`src/logic/lcp_defines.svh`:
```
// constants of the line-codec indirect parameter bank
// assumes an AXI4-Lite master with 8-bit byte addresses, word index = addr[7:2]
`ifndef LCP_DEFINES_SVH
`define LCP_DEFINES_SVH
`define LCP_ADDR_W 8
`define LCP_WORD_W 16
`define LCP_NREG 31
`define LCP_IDX_FIRST 6'd13
`define LCP_IDX_LAST 6'd43
`define LCP_IDX_T1_FREQ 6'd13
`define LCP_IDX_T1_AMP 6'd14
`define LCP_IDX_T1_PHASE 6'd15
`define LCP_IDX_T2_FREQ 6'd16
`define LCP_IDX_T2_AMP 6'd17
`define LCP_IDX_T2_PHASE 6'd18
`define LCP_IDX_RING_OFF 6'd19
`define LCP_IDX_RING_FREQ 6'd20
`define LCP_IDX_RING_AMP 6'd21
`define LCP_IDX_RING_PHASE 6'd22
`define LCP_IDX_MTR_RAMP 6'd23
`define LCP_IDX_MTR_AMP 6'd24
`define LCP_IDX_MTR_FREQ 6'd25
`define LCP_IDX_RX_GAIN 6'd26
`define LCP_IDX_TX_GAIN 6'd27
`define LCP_IDX_LC_UPPER 6'd28
`define LCP_IDX_RT_THR 6'd29
`define LCP_IDX_CM_LOW 6'd30
`define LCP_IDX_CM_HIGH 6'd31
`define LCP_IDX_PWR_A 6'd32
`define LCP_IDX_PWR_B 6'd33
`define LCP_IDX_PWR_C 6'd34
`define LCP_IDX_LC_FILT 6'd35
`define LCP_IDX_RT_FILT 6'd36
`define LCP_IDX_POLE_A 6'd37
`define LCP_IDX_POLE_B 6'd38
`define LCP_IDX_POLE_C 6'd39
`define LCP_IDX_CM_BIAS 6'd40
`define LCP_IDX_OVERHEAD 6'd41
`define LCP_IDX_SPARE 6'd42
`define LCP_IDX_LC_LOWER 6'd43
`define LCP_FIELD_LSB 0
`define LCP_GAIN_MSB 11
`define LCP_SIX_MSB 5
`define LCP_EIGHT_MSB 7
`define LCP_COEF_MSB 12
`define LCP_FOUR_MSB 3
`define LCP_GAIN_FRAC 10
`define LCP_SMP_W 16
`define LCP_RING_STEP_MV 17'd1500
`define LCP_LC_STEP_UA 17'd1270
`define LCP_RESP_OKAY 2'b00
`define LCP_RESP_SLVERR 2'b10
`endif

```
`src/logic/lcp_pkg.sv`:
```
// types of the line-codec indirect parameter bank
// assumes lcp_defines.svh sits on the include path
package lcp_pkg;
  `include "lcp_defines.svh"

  typedef struct packed {
    logic valid;
    logic signed [`LCP_SMP_W-1:0] data;
  } lcp_sample_t;

  typedef struct packed {
    logic signed [`LCP_WORD_W-1:0] freq;
    logic signed [`LCP_WORD_W-1:0] amp;
    logic signed [`LCP_WORD_W-1:0] phase;
  } lcp_osc_t;

  typedef struct packed {
    logic signed [`LCP_WORD_W-1:0] ramp;
    logic signed [`LCP_WORD_W-1:0] amp;
    logic signed [`LCP_WORD_W-1:0] freq;
  } lcp_meter_t;

  typedef struct packed {
    logic [`LCP_SIX_MSB:0] ring_trip;
    logic [`LCP_SIX_MSB:0] cm_low;
    logic [`LCP_SIX_MSB:0] cm_high;
    logic [`LCP_EIGHT_MSB:0] pwr_a;
    logic [`LCP_EIGHT_MSB:0] pwr_b;
    logic [`LCP_EIGHT_MSB:0] pwr_c;
    logic [`LCP_COEF_MSB:0] lc_filt;
    logic [`LCP_COEF_MSB:0] rt_filt;
    logic [`LCP_COEF_MSB:0] pole_a;
    logic [`LCP_COEF_MSB:0] pole_b;
    logic [`LCP_COEF_MSB:0] pole_c;
    logic [`LCP_FOUR_MSB:0] cm_bias;
    logic [`LCP_FOUR_MSB:0] overhead;
  } lcp_line_t;

  typedef enum logic [1:0] {
    LCP_WR_IDLE = 2'b00,
    LCP_WR_HALF = 2'b01,
    LCP_WR_RESP = 2'b11
  } lcp_wr_t;

  typedef enum logic {
    LCP_RD_IDLE = 1'b0,
    LCP_RD_DATA = 1'b1
  } lcp_rd_t;

  typedef struct packed {
    lcp_wr_t wr;
    lcp_rd_t rd;
    logic awready;
    logic wready;
    logic aw_have;
    logic [`LCP_ADDR_W-1:0] aw_addr;
    logic w_have;
    logic [`LCP_WORD_W-1:0] w_data;
    logic [1:0] w_strb;
    logic bvalid;
    logic [1:0] bresp;
    logic arready;
    logic rvalid;
    logic [1:0] rresp;
    logic [31:0] rdata;
    logic [`LCP_NREG-1:0][`LCP_WORD_W-1:0] bank;
    lcp_sample_t rx;
    lcp_sample_t tx;
    logic [16:0] ring_off_mv;
    logic [16:0] lc_upper_ua;
    logic loop_closed;
  } lcp_state_t;
endpackage : lcp_pkg

```
`src/logic/lcp_param_bank.sv`:
```
// indirect parameter bank: oscillator, gain and line-control words behind AXI4-Lite
// assumes one clock, synchronous active-low reset, samples synchronous to aclk
`timescale 1ns/1ps
`include "lcp_defines.svh"
module lcp_param_bank (
  input wire logic aclk,
  input wire logic aresetn,
  input wire logic [`LCP_ADDR_W-1:0] s_axi_awaddr,
  input wire logic [2:0] s_axi_awprot,
  input wire logic s_axi_awvalid,
  output logic s_axi_awready,
  input wire logic [31:0] s_axi_wdata,
  input wire logic [3:0] s_axi_wstrb,
  input wire logic s_axi_wvalid,
  output logic s_axi_wready,
  output logic [1:0] s_axi_bresp,
  output logic s_axi_bvalid,
  input wire logic s_axi_bready,
  input wire logic [`LCP_ADDR_W-1:0] s_axi_araddr,
  input wire logic [2:0] s_axi_arprot,
  input wire logic s_axi_arvalid,
  output logic s_axi_arready,
  output logic [31:0] s_axi_rdata,
  output logic [1:0] s_axi_rresp,
  output logic s_axi_rvalid,
  input wire logic s_axi_rready,
  input wire lcp_pkg::lcp_sample_t rx_in,
  output lcp_pkg::lcp_sample_t rx_out,
  input wire lcp_pkg::lcp_sample_t tx_in,
  output lcp_pkg::lcp_sample_t tx_out,
  output lcp_pkg::lcp_osc_t tone1,
  output lcp_pkg::lcp_osc_t tone2,
  output lcp_pkg::lcp_osc_t ring,
  output lcp_pkg::lcp_meter_t meter,
  output lcp_pkg::lcp_line_t line_ctl,
  output logic [16:0] ring_offset_mv,
  output logic [16:0] loop_upper_ua,
  input wire logic [`LCP_SIX_MSB:0] loop_sense,
  input wire logic loop_hyst_en,
  output logic loop_closed
);
  import lcp_pkg::*;

  localparam int B_RXG = int'(`LCP_IDX_RX_GAIN - `LCP_IDX_FIRST);
  localparam int B_TXG = int'(`LCP_IDX_TX_GAIN - `LCP_IDX_FIRST);
  localparam int B_RING_DC_OFFSET = int'(`LCP_IDX_RING_OFF - `LCP_IDX_FIRST);
  localparam int B_LCU = int'(`LCP_IDX_LC_UPPER - `LCP_IDX_FIRST);
  localparam int B_LCL = int'(`LCP_IDX_LC_LOWER - `LCP_IDX_FIRST);
  localparam int B_CMB = int'(`LCP_IDX_CM_BIAS - `LCP_IDX_FIRST);

  lcp_state_t st;
  lcp_state_t next_st;

  // address falls inside the bank, spare location included
  function automatic logic bank_hit(input logic [`LCP_ADDR_W-1:0] a);
    bank_hit = (a[7:2] >= `LCP_IDX_FIRST) && (a[7:2] <= `LCP_IDX_LAST);
  endfunction : bank_hit

  // word slot within the packed bank
  function automatic logic [4:0] slot(input logic [`LCP_ADDR_W-1:0] a);
    logic [5:0] d;
    d = a[7:2] - `LCP_IDX_FIRST;
    slot = d[4:0];
  endfunction : slot

  // signed multiply, 0x400 is unity; saturate instead of wrapping on overdrive
  function automatic lcp_sample_t scale(input lcp_sample_t s, input logic [`LCP_WORD_W-1:0] g);
    logic signed [27:0] p;
    logic signed [27:0] sh;
    logic [17:0] q;
    lcp_sample_t o;
    p = s.data * $signed(g[`LCP_GAIN_MSB:`LCP_FIELD_LSB]);
    sh = p >>> `LCP_GAIN_FRAC;
    q = sh[17:0];
    o.valid = s.valid;
    if (q[17:15] != {3{q[15]}}) begin
      o.data = q[17] ? 16'sh8000 : 16'sh7fff;
    end else begin
      o.data = q[15:0];
    end
    scale = o;
  endfunction : scale

  // whole next state; bank words are never reset
  always_comb begin
    next_st = st;
    // write address and data are taken independently
    if (s_axi_awvalid && st.awready) begin
      next_st.aw_have = 1'b1;
      next_st.aw_addr = s_axi_awaddr;
      next_st.awready = 1'b0;
    end
    if (s_axi_wvalid && st.wready) begin
      next_st.w_have = 1'b1;
      next_st.w_data = s_axi_wdata[15:0];
      next_st.w_strb = s_axi_wstrb[1:0];
      next_st.wready = 1'b0;
    end
    case (st.wr)
      LCP_WR_IDLE, LCP_WR_HALF: begin
        if (next_st.aw_have && next_st.w_have) begin
          next_st.bvalid = 1'b1;
          next_st.aw_have = 1'b0;
          next_st.w_have = 1'b0;
          next_st.wr = LCP_WR_RESP;
          if (bank_hit(next_st.aw_addr)) begin
            next_st.bresp = `LCP_RESP_OKAY;
            // every bit kept as written, spare word too
            if (next_st.w_strb[0]) begin
              next_st.bank[slot(next_st.aw_addr)][7:0] = next_st.w_data[7:0];
            end
            if (next_st.w_strb[1]) begin
              next_st.bank[slot(next_st.aw_addr)][15:8] = next_st.w_data[15:8];
            end
          end else begin
            next_st.bresp = `LCP_RESP_SLVERR;
          end
        end else if (next_st.aw_have || next_st.w_have) begin
          next_st.wr = LCP_WR_HALF;
        end
      end
      LCP_WR_RESP: begin
        if (s_axi_bready) begin
          next_st.bvalid = 1'b0;
          next_st.awready = 1'b1;
          next_st.wready = 1'b1;
          next_st.wr = LCP_WR_IDLE;
        end
      end
      default: begin
        next_st.wr = LCP_WR_IDLE;
      end
    endcase
    // read channel: one read in flight, data latched at address handshake
    case (st.rd)
      LCP_RD_IDLE: begin
        if (s_axi_arvalid && st.arready) begin
          next_st.arready = 1'b0;
          next_st.rvalid = 1'b1;
          next_st.rd = LCP_RD_DATA;
          if (bank_hit(s_axi_araddr)) begin
            next_st.rdata = {16'h0000, st.bank[slot(s_axi_araddr)]};
            next_st.rresp = `LCP_RESP_OKAY;
          end else begin
            next_st.rdata = 32'h0000_0000;
            next_st.rresp = `LCP_RESP_SLVERR;
          end
        end
      end
      LCP_RD_DATA: begin
        if (s_axi_rready) begin
          next_st.rvalid = 1'b0;
          next_st.arready = 1'b1;
          next_st.rd = LCP_RD_IDLE;
        end
      end
      default: begin
        next_st.rd = LCP_RD_IDLE;
      end
    endcase
    // audio paths, one cycle through
    next_st.rx = scale(rx_in, st.bank[B_RXG]);
    next_st.tx = scale(tx_in, st.bank[B_TXG]);
    // physical readouts of the threshold codes
    next_st.ring_off_mv = 17'(st.bank[B_RING_DC_OFFSET][`LCP_SIX_MSB:0] * `LCP_RING_STEP_MV);
    next_st.lc_upper_ua = 17'(st.bank[B_LCU][`LCP_SIX_MSB:0] * `LCP_LC_STEP_UA);
    // loop detector: hysteresis uses both bounds, otherwise upper alone
    if (loop_hyst_en) begin
      if (!st.loop_closed && loop_sense > st.bank[B_LCU][`LCP_SIX_MSB:0]) begin
        next_st.loop_closed = 1'b1;
      end else if (st.loop_closed && loop_sense < st.bank[B_LCL][`LCP_SIX_MSB:0]) begin
        next_st.loop_closed = 1'b0;
      end
    end else begin
      next_st.loop_closed = loop_sense > st.bank[B_LCU][`LCP_SIX_MSB:0];
    end
    // control state, rx/tx sample registers and loop_closed only; parameter words keep whatever they held
    if (!aresetn) begin
      next_st.wr = LCP_WR_IDLE;
      next_st.rd = LCP_RD_IDLE;
      next_st.awready = 1'b1;
      next_st.wready = 1'b1;
      next_st.aw_have = 1'b0;
      next_st.w_have = 1'b0;
      next_st.bvalid = 1'b0;
      next_st.bresp = `LCP_RESP_OKAY;
      next_st.arready = 1'b1;
      next_st.rvalid = 1'b0;
      next_st.rresp = `LCP_RESP_OKAY;
      next_st.rdata = 32'h0000_0000;
      next_st.rx = '0;
      next_st.tx = '0;
      next_st.loop_closed = 1'b0;
    end
  end

  // the single state register
  always_ff @(posedge aclk) begin
    st <= next_st;
  end

  // bus outputs straight from state
  assign s_axi_awready = st.awready;
  assign s_axi_wready = st.wready;
  assign s_axi_bvalid = st.bvalid;
  assign s_axi_bresp = st.bresp;
  assign s_axi_arready = st.arready;
  assign s_axi_rvalid = st.rvalid;
  assign s_axi_rresp = st.rresp;
  assign s_axi_rdata = st.rdata;
  assign rx_out = st.rx;
  assign tx_out = st.tx;
  assign ring_offset_mv = st.ring_off_mv;
  assign loop_upper_ua = st.lc_upper_ua;
  assign loop_closed = st.loop_closed;

  // generator words, taken as signed
  assign tone1.freq = st.bank[`LCP_IDX_T1_FREQ - `LCP_IDX_FIRST];
  assign tone1.amp = st.bank[`LCP_IDX_T1_AMP - `LCP_IDX_FIRST];
  assign tone1.phase = st.bank[`LCP_IDX_T1_PHASE - `LCP_IDX_FIRST];
  assign tone2.freq = st.bank[`LCP_IDX_T2_FREQ - `LCP_IDX_FIRST];
  assign tone2.amp = st.bank[`LCP_IDX_T2_AMP - `LCP_IDX_FIRST];
  assign tone2.phase = st.bank[`LCP_IDX_T2_PHASE - `LCP_IDX_FIRST];
  assign ring.freq = st.bank[`LCP_IDX_RING_FREQ - `LCP_IDX_FIRST];
  assign ring.amp = st.bank[`LCP_IDX_RING_AMP - `LCP_IDX_FIRST];
  assign ring.phase = st.bank[`LCP_IDX_RING_PHASE - `LCP_IDX_FIRST];
  assign meter.ramp = st.bank[`LCP_IDX_MTR_RAMP - `LCP_IDX_FIRST];
  assign meter.amp = st.bank[`LCP_IDX_MTR_AMP - `LCP_IDX_FIRST];
  assign meter.freq = st.bank[`LCP_IDX_MTR_FREQ - `LCP_IDX_FIRST];

  // line-control fields sit in the low bits of their words
  assign line_ctl.ring_trip = st.bank[`LCP_IDX_RT_THR - `LCP_IDX_FIRST][`LCP_SIX_MSB:0];
  assign line_ctl.cm_low = st.bank[`LCP_IDX_CM_LOW - `LCP_IDX_FIRST][`LCP_SIX_MSB:0];
  assign line_ctl.cm_high = st.bank[`LCP_IDX_CM_HIGH - `LCP_IDX_FIRST][`LCP_SIX_MSB:0];
  assign line_ctl.pwr_a = st.bank[`LCP_IDX_PWR_A - `LCP_IDX_FIRST][`LCP_EIGHT_MSB:0];
  assign line_ctl.pwr_b = st.bank[`LCP_IDX_PWR_B - `LCP_IDX_FIRST][`LCP_EIGHT_MSB:0];
  assign line_ctl.pwr_c = st.bank[`LCP_IDX_PWR_C - `LCP_IDX_FIRST][`LCP_EIGHT_MSB:0];
  assign line_ctl.lc_filt = st.bank[`LCP_IDX_LC_FILT - `LCP_IDX_FIRST][`LCP_COEF_MSB:0];
  assign line_ctl.rt_filt = st.bank[`LCP_IDX_RT_FILT - `LCP_IDX_FIRST][`LCP_COEF_MSB:0];
  assign line_ctl.pole_a = st.bank[`LCP_IDX_POLE_A - `LCP_IDX_FIRST][`LCP_COEF_MSB:0];
  assign line_ctl.pole_b = st.bank[`LCP_IDX_POLE_B - `LCP_IDX_FIRST][`LCP_COEF_MSB:0];
  assign line_ctl.pole_c = st.bank[`LCP_IDX_POLE_C - `LCP_IDX_FIRST][`LCP_COEF_MSB:0];
  assign line_ctl.cm_bias = st.bank[`LCP_IDX_CM_BIAS - `LCP_IDX_FIRST][`LCP_FOUR_MSB:0];
  assign line_ctl.overhead = st.bank[`LCP_IDX_OVERHEAD - `LCP_IDX_FIRST][`LCP_FOUR_MSB:0];
endmodule : lcp_param_bank

```
`config.mk`:
```
export PLATFORM = sky130hd
export DESIGN_NAME = lcp_param_bank
export DESIGN_NICKNAME = d
export VERILOG_FILES = /design/src/logic/lcp_pkg.sv /design/src/logic/lcp_param_bank.sv
export VERILOG_INCLUDE_DIRS = /design/src /design/src/logic
export SDC_FILE = /design/constraint.sdc
export NUM_CORES = 2
export LEC_CHECK = 0
export ABC_AREA = 0
export BUFFER_PORTS_ARGS = -buffer_cell sky130_fd_sc_hd__buf_2
export CAP_MARGIN = 20
export CORE_UTILIZATION = 45
export CTS_CLUSTER_SIZE = 25
export DETAILED_ROUTE_END_ITERATION = 10
export PLACE_DENSITY = 0.72
export SLEW_MARGIN = 20
export SYNTH_ARGS = -nofsm -noshare
export SYNTH_HDL_FRONTEND = slang
export SYNTH_SLANG_ARGS = --single-unit
```
`constraint.sdc`:
```
create_clock -name aclk -period 6.7 [get_ports aclk]
set_input_delay 0.67 -clock aclk [delete_from_list [all_inputs] [get_ports aclk]]
set_output_delay 0.67 -clock aclk [all_outputs]
set_load 0.01 [all_outputs]
```
==> metrics.md <==
| Metric | Value |
|---|---|
| Total I/O pin count | 523 |
| CTS Hold Bufs | 0 |
| Fraction of synthesis flops using an asynchronous set or reset pin | 0% |
| Worst path buffer plus inverter count | 3 |
| # clock sinks | 614 |
| Number of synthesized flops with an enable pin | 496 |
| Wire length reported by the detailed router | 114000 um |
| Clock tree from TritonCTS | yes |
| Setup tns final | 0 ns |
| Headroom to the max-slew limit | 27.0% |
| Actual transition at the worst max-transition pin | 1.09 ns |
| RSZ-0062 raised after global routing | no |
| Cell Chain, Critical Path | nand2_1 -> fa_1 -> inv_1 -> fa_1 -> fa_1 -> fa_1 -> inv_1 -> fa_1 -> inv_1 -> ha_1 -> a211oi_1 -> a311o_1 -> a21oi_1 -> a211oi_4 -> mux2i_1 -> nand3_1 -> nand3_1 -> o21ai_0 |
| Clock transition at the registers of the reported paths | 0.06 ns |
| Cell count after synthesis | 3717 |
| Most frequent standard cell in the layout excluding fill and tap cells | sky130_fd_sc_hd__inv_1 |
| Wire length of the first global-routing pass | 172000 um |
| Final RePlAce weighted congestion | 0.902 |
| Main synth FF type | sky130_fd_sc_hd__edfxtp_1 |
| Die Footprint | 0.0969 mm2 |
| Number of antenna violations at the first check in global routing | 10 |
| Via count of the first global-routing pass | 27600 |
| Final worst slack | 0.595 ns |
| Initial DRC Count | 2316 |
| VDD IR-drop max | 0.434 mV |
| Post-place instance area | 0.0439 mm2 |
| Worst path slowest cell | sky130_fd_sc_hd__edfxtp_1 |
| Layout Cell Area excl Fill | 0.0461 mm2 |
| Number of max-slew violations in the final report | 0 |
| FMAX | 164 MHz |
| Time the worst path needs with I/O delays and setup | 6.10 ns |
| Layout area overhead | 7.12% |
| Total leakage power | 18.9 nW |
| Final clock skew | 0.0179 ns |
| GRT Overall Usage | 23.7% |
| Pin count of the biggest net entering global routing | 59 |
| Width of the die | 311 um |
| Sequential element share of the synthesized area | 40.1% |
| Post-synthesis area per instance | 11.6 um2 |
| Most frequent cell on the critical path | sky130_fd_sc_hd__fa_1 |
| Area leader, netlist | sky130_fd_sc_hd__edfxtp_1 |
| Crit path max-delay family | adder cells |
| Largest stage delay on the critical path | 0.79 ns |
| Final clock period utilization by the worst path | 91.1% |
| Post-cts repair resize count | 0 |
| Final count of negative-setup-slack endpoints | 0 |
| Initial Utilization | 45.4% |
| Element type at the critical path start | register |
| NumNets Final | 4433 |
| Yosys cell types | 81 |
| # port buffers | 473 |
| Total gr overflow | 0 |
| # DRC | 0 |
| Number of nets with antenna violations after detailed routing | 0 |
| Post-placement setup slack | 0.411 ns |
| Vias per std cell | 5.29 |
| Worst-path fanout max | 17 |
| Utilization of the core after routing | 48.6% |
| Leading cell types in the layout, fill and taps excluded | sky130_fd_sc_hd__inv_1, sky130_fd_sc_hd__edfxtp_1, sky130_fd_sc_hd__buf_2 |
| Worst hold path class | in -> reg |
| Total Power | 16.6 mW |
| Outcome | complete, no violations |
| Filler cell count | 8267 |
| DIE HEIGHT | 311 um |
| Cell at the root of the clock tree | sky130_fd_sc_hd__clkbuf_16 |
| Synthesized area | 0.0430 mm2 |
| Category of the worst setup path capture point | register |
| Layout cells sized above 1 | 21.9% |
| Arrival time worst endpoint | 6.58 ns |
| Number of violations of the max-capacitance limit | 0 |
| HPWL reported at the end of detailed placement | 87900 um |
| Drt pass-1 iters | 6 |
| Post-CTS setup buffers | 0 |
| Routed wire length per instance | 22.4 um |
| Crit Path Category | reg -> reg |
| Core area | 0.0949 mm2 |
| Share of the synthesized area in the top cell type | 34.6% |
| Number of placement rows | 113 |
| Yosys warning count | 0 |
| Overall via count from detail_route | 26900 |
| Clk Latency, worst-skew pair | 0.63 ns |
| Synth Register Bits | 614 |
| TritonCTS Buffers | 67 |
| WP data required | 7.17 ns |
| Total power density per cell area | 359 mW/mm2 |
| Buffer depth of the longest clock path | 3 |
| Biggest area contributors in the synthesized netlist | sky130_fd_sc_hd__edfxtp_1, sky130_fd_sc_hd__fa_1, sky130_fd_sc_hd__mux4_2, sky130_fd_sc_hd__buf_4, sky130_fd_sc_hd__dfxtp_1 |
| Final Hold Fails | 0 |
| Clock H-tree levels | 3 |
[path summary, 6_finish.rpt]
kind	from	to	slack [ns]	cells past startpoint
max	st[299]$_DFFE_PP_	tx_out[2]$_SDFF_PN0_	0.60	18
min	rx_in[16]	rx_out[16]$_SDFF_PN0_	0.25	2
max reg2reg	st[299]$_DFFE_PP_	tx_out[2]$_SDFF_PN0_	0.60	18
min reg2reg	s_axi_rvalid$_SDFFE_PN0P_	s_axi_rvalid$_SDFFE_PN0P_	0.48	2
[sequential cells by signal, indices dropped and copies added (netlist names), 15 cells and up]
name / count
st: 218
ring: 48
tone1: 48
line_ctl: 115
meter: 48
loop_upper_ua: 16
tone2: 48
ring_offset_mv: 15
rx_out: 17
s_axi_rdata: 16
tx_out: 17
[cells by family after synthesis]
logic type | Yosys count | share of synthesized area (%)
fa+ha+maj | 561 | 23.0
simple gates | 976 | 9.85
xor+xnor | 79 | 1.69
flops | 614 | 40.1
compound gates | 242 | 3.76
other cells | 1 | 0.00871
buf+inv | 1055 | 13.0
mux | 189 | 8.64
[worst register-to-register path, cell delays in order (launching register included)]
cell	delay, ns
sky130_fd_sc_hd__edfxtp_1	0.79
sky130_fd_sc_hd__nand2_1	0.18
sky130_fd_sc_hd__fa_1	0.57
sky130_fd_sc_hd__inv_1	0.06
sky130_fd_sc_hd__fa_1	0.55
sky130_fd_sc_hd__fa_1	0.43
sky130_fd_sc_hd__fa_1	0.49
sky130_fd_sc_hd__inv_1	0.05
sky130_fd_sc_hd__fa_1	0.47
sky130_fd_sc_hd__inv_1	0.04
sky130_fd_sc_hd__ha_1	0.34
sky130_fd_sc_hd__a211oi_1	0.42
sky130_fd_sc_hd__a311o_1	0.23
sky130_fd_sc_hd__a21oi_1	0.08
sky130_fd_sc_hd__a211oi_4	0.27
sky130_fd_sc_hd__mux2i_1	0.31
sky130_fd_sc_hd__nand3_1	0.11
sky130_fd_sc_hd__nand3_1	0.35
sky130_fd_sc_hd__o21ai_0	0.20
[metal layers]
layer	up-vias	routed length, um	GRT usage [%]
met5	-	39	0
met4	6	3710	8.23
met3	210	11500	6.23
met2	1233	54600	38.8
met1	13600	44100	30.3
li1	11900	-	-
[where the power goes]
part / internal [mW] / switching (mW) / total [mW] / leakage, nW
Combinational: 3.55 / 4.86 / 8.41 / 12.8
Clock: 2.12 / 1.58 / 3.70 / 1.07
Sequential: 4.39 / 0.0524 / 4.44 / 4.98
Total: 10.1 / 6.50 / 16.6 / 18.9
[synthesized netlist by cell type (all sizes together), types with 7 or more instances]
master and number:
inv 500, edfxtp 496, buf 447, nor2 393
fa 381, nand2 349, ha 180, mux4 144
and2 134, dfxtp 118, clkbuf 108, a21oi 74
o21ai 57, xnor2 55, mux2i 34, a21o 26
nand3 25, xor2 24, nor3 20, a31o 17
nor2b 14, o21a 14, mux2 11, nand2b 10
a211oi 7
[per-stage QoR]
stage | hold slack [ns] | cells
floorplan | 0.415 | 3737
global placement | 0.459 | 4960
detailed placement | 0.472 | 4961
CTS | 0.213 | 5082
global route | 0.233 | 5087
finish | 0.252 | 5091
[cell type report]
| type | count | area, um2 | share of cell area (%) |
|---|---|---|---|
| diodes | 8 | 20.0 | 0.0434 |
| clock buffers | 92 | 1880 | 4.08 |
| clock inverters | 29 | 332 | 0.719 |
| inverters | 500 | 1880 | 4.07 |
| multi-input cells | 2068 | 20400 | 44.3 |
| flip-flops and latches | 614 | 17300 | 37.4 |
| well taps | 1265 | 1580 | 3.43 |
| repair buffers | 515 | 2720 | 5.90 |
Note: power is estimated with default switching activity, not from simulation.
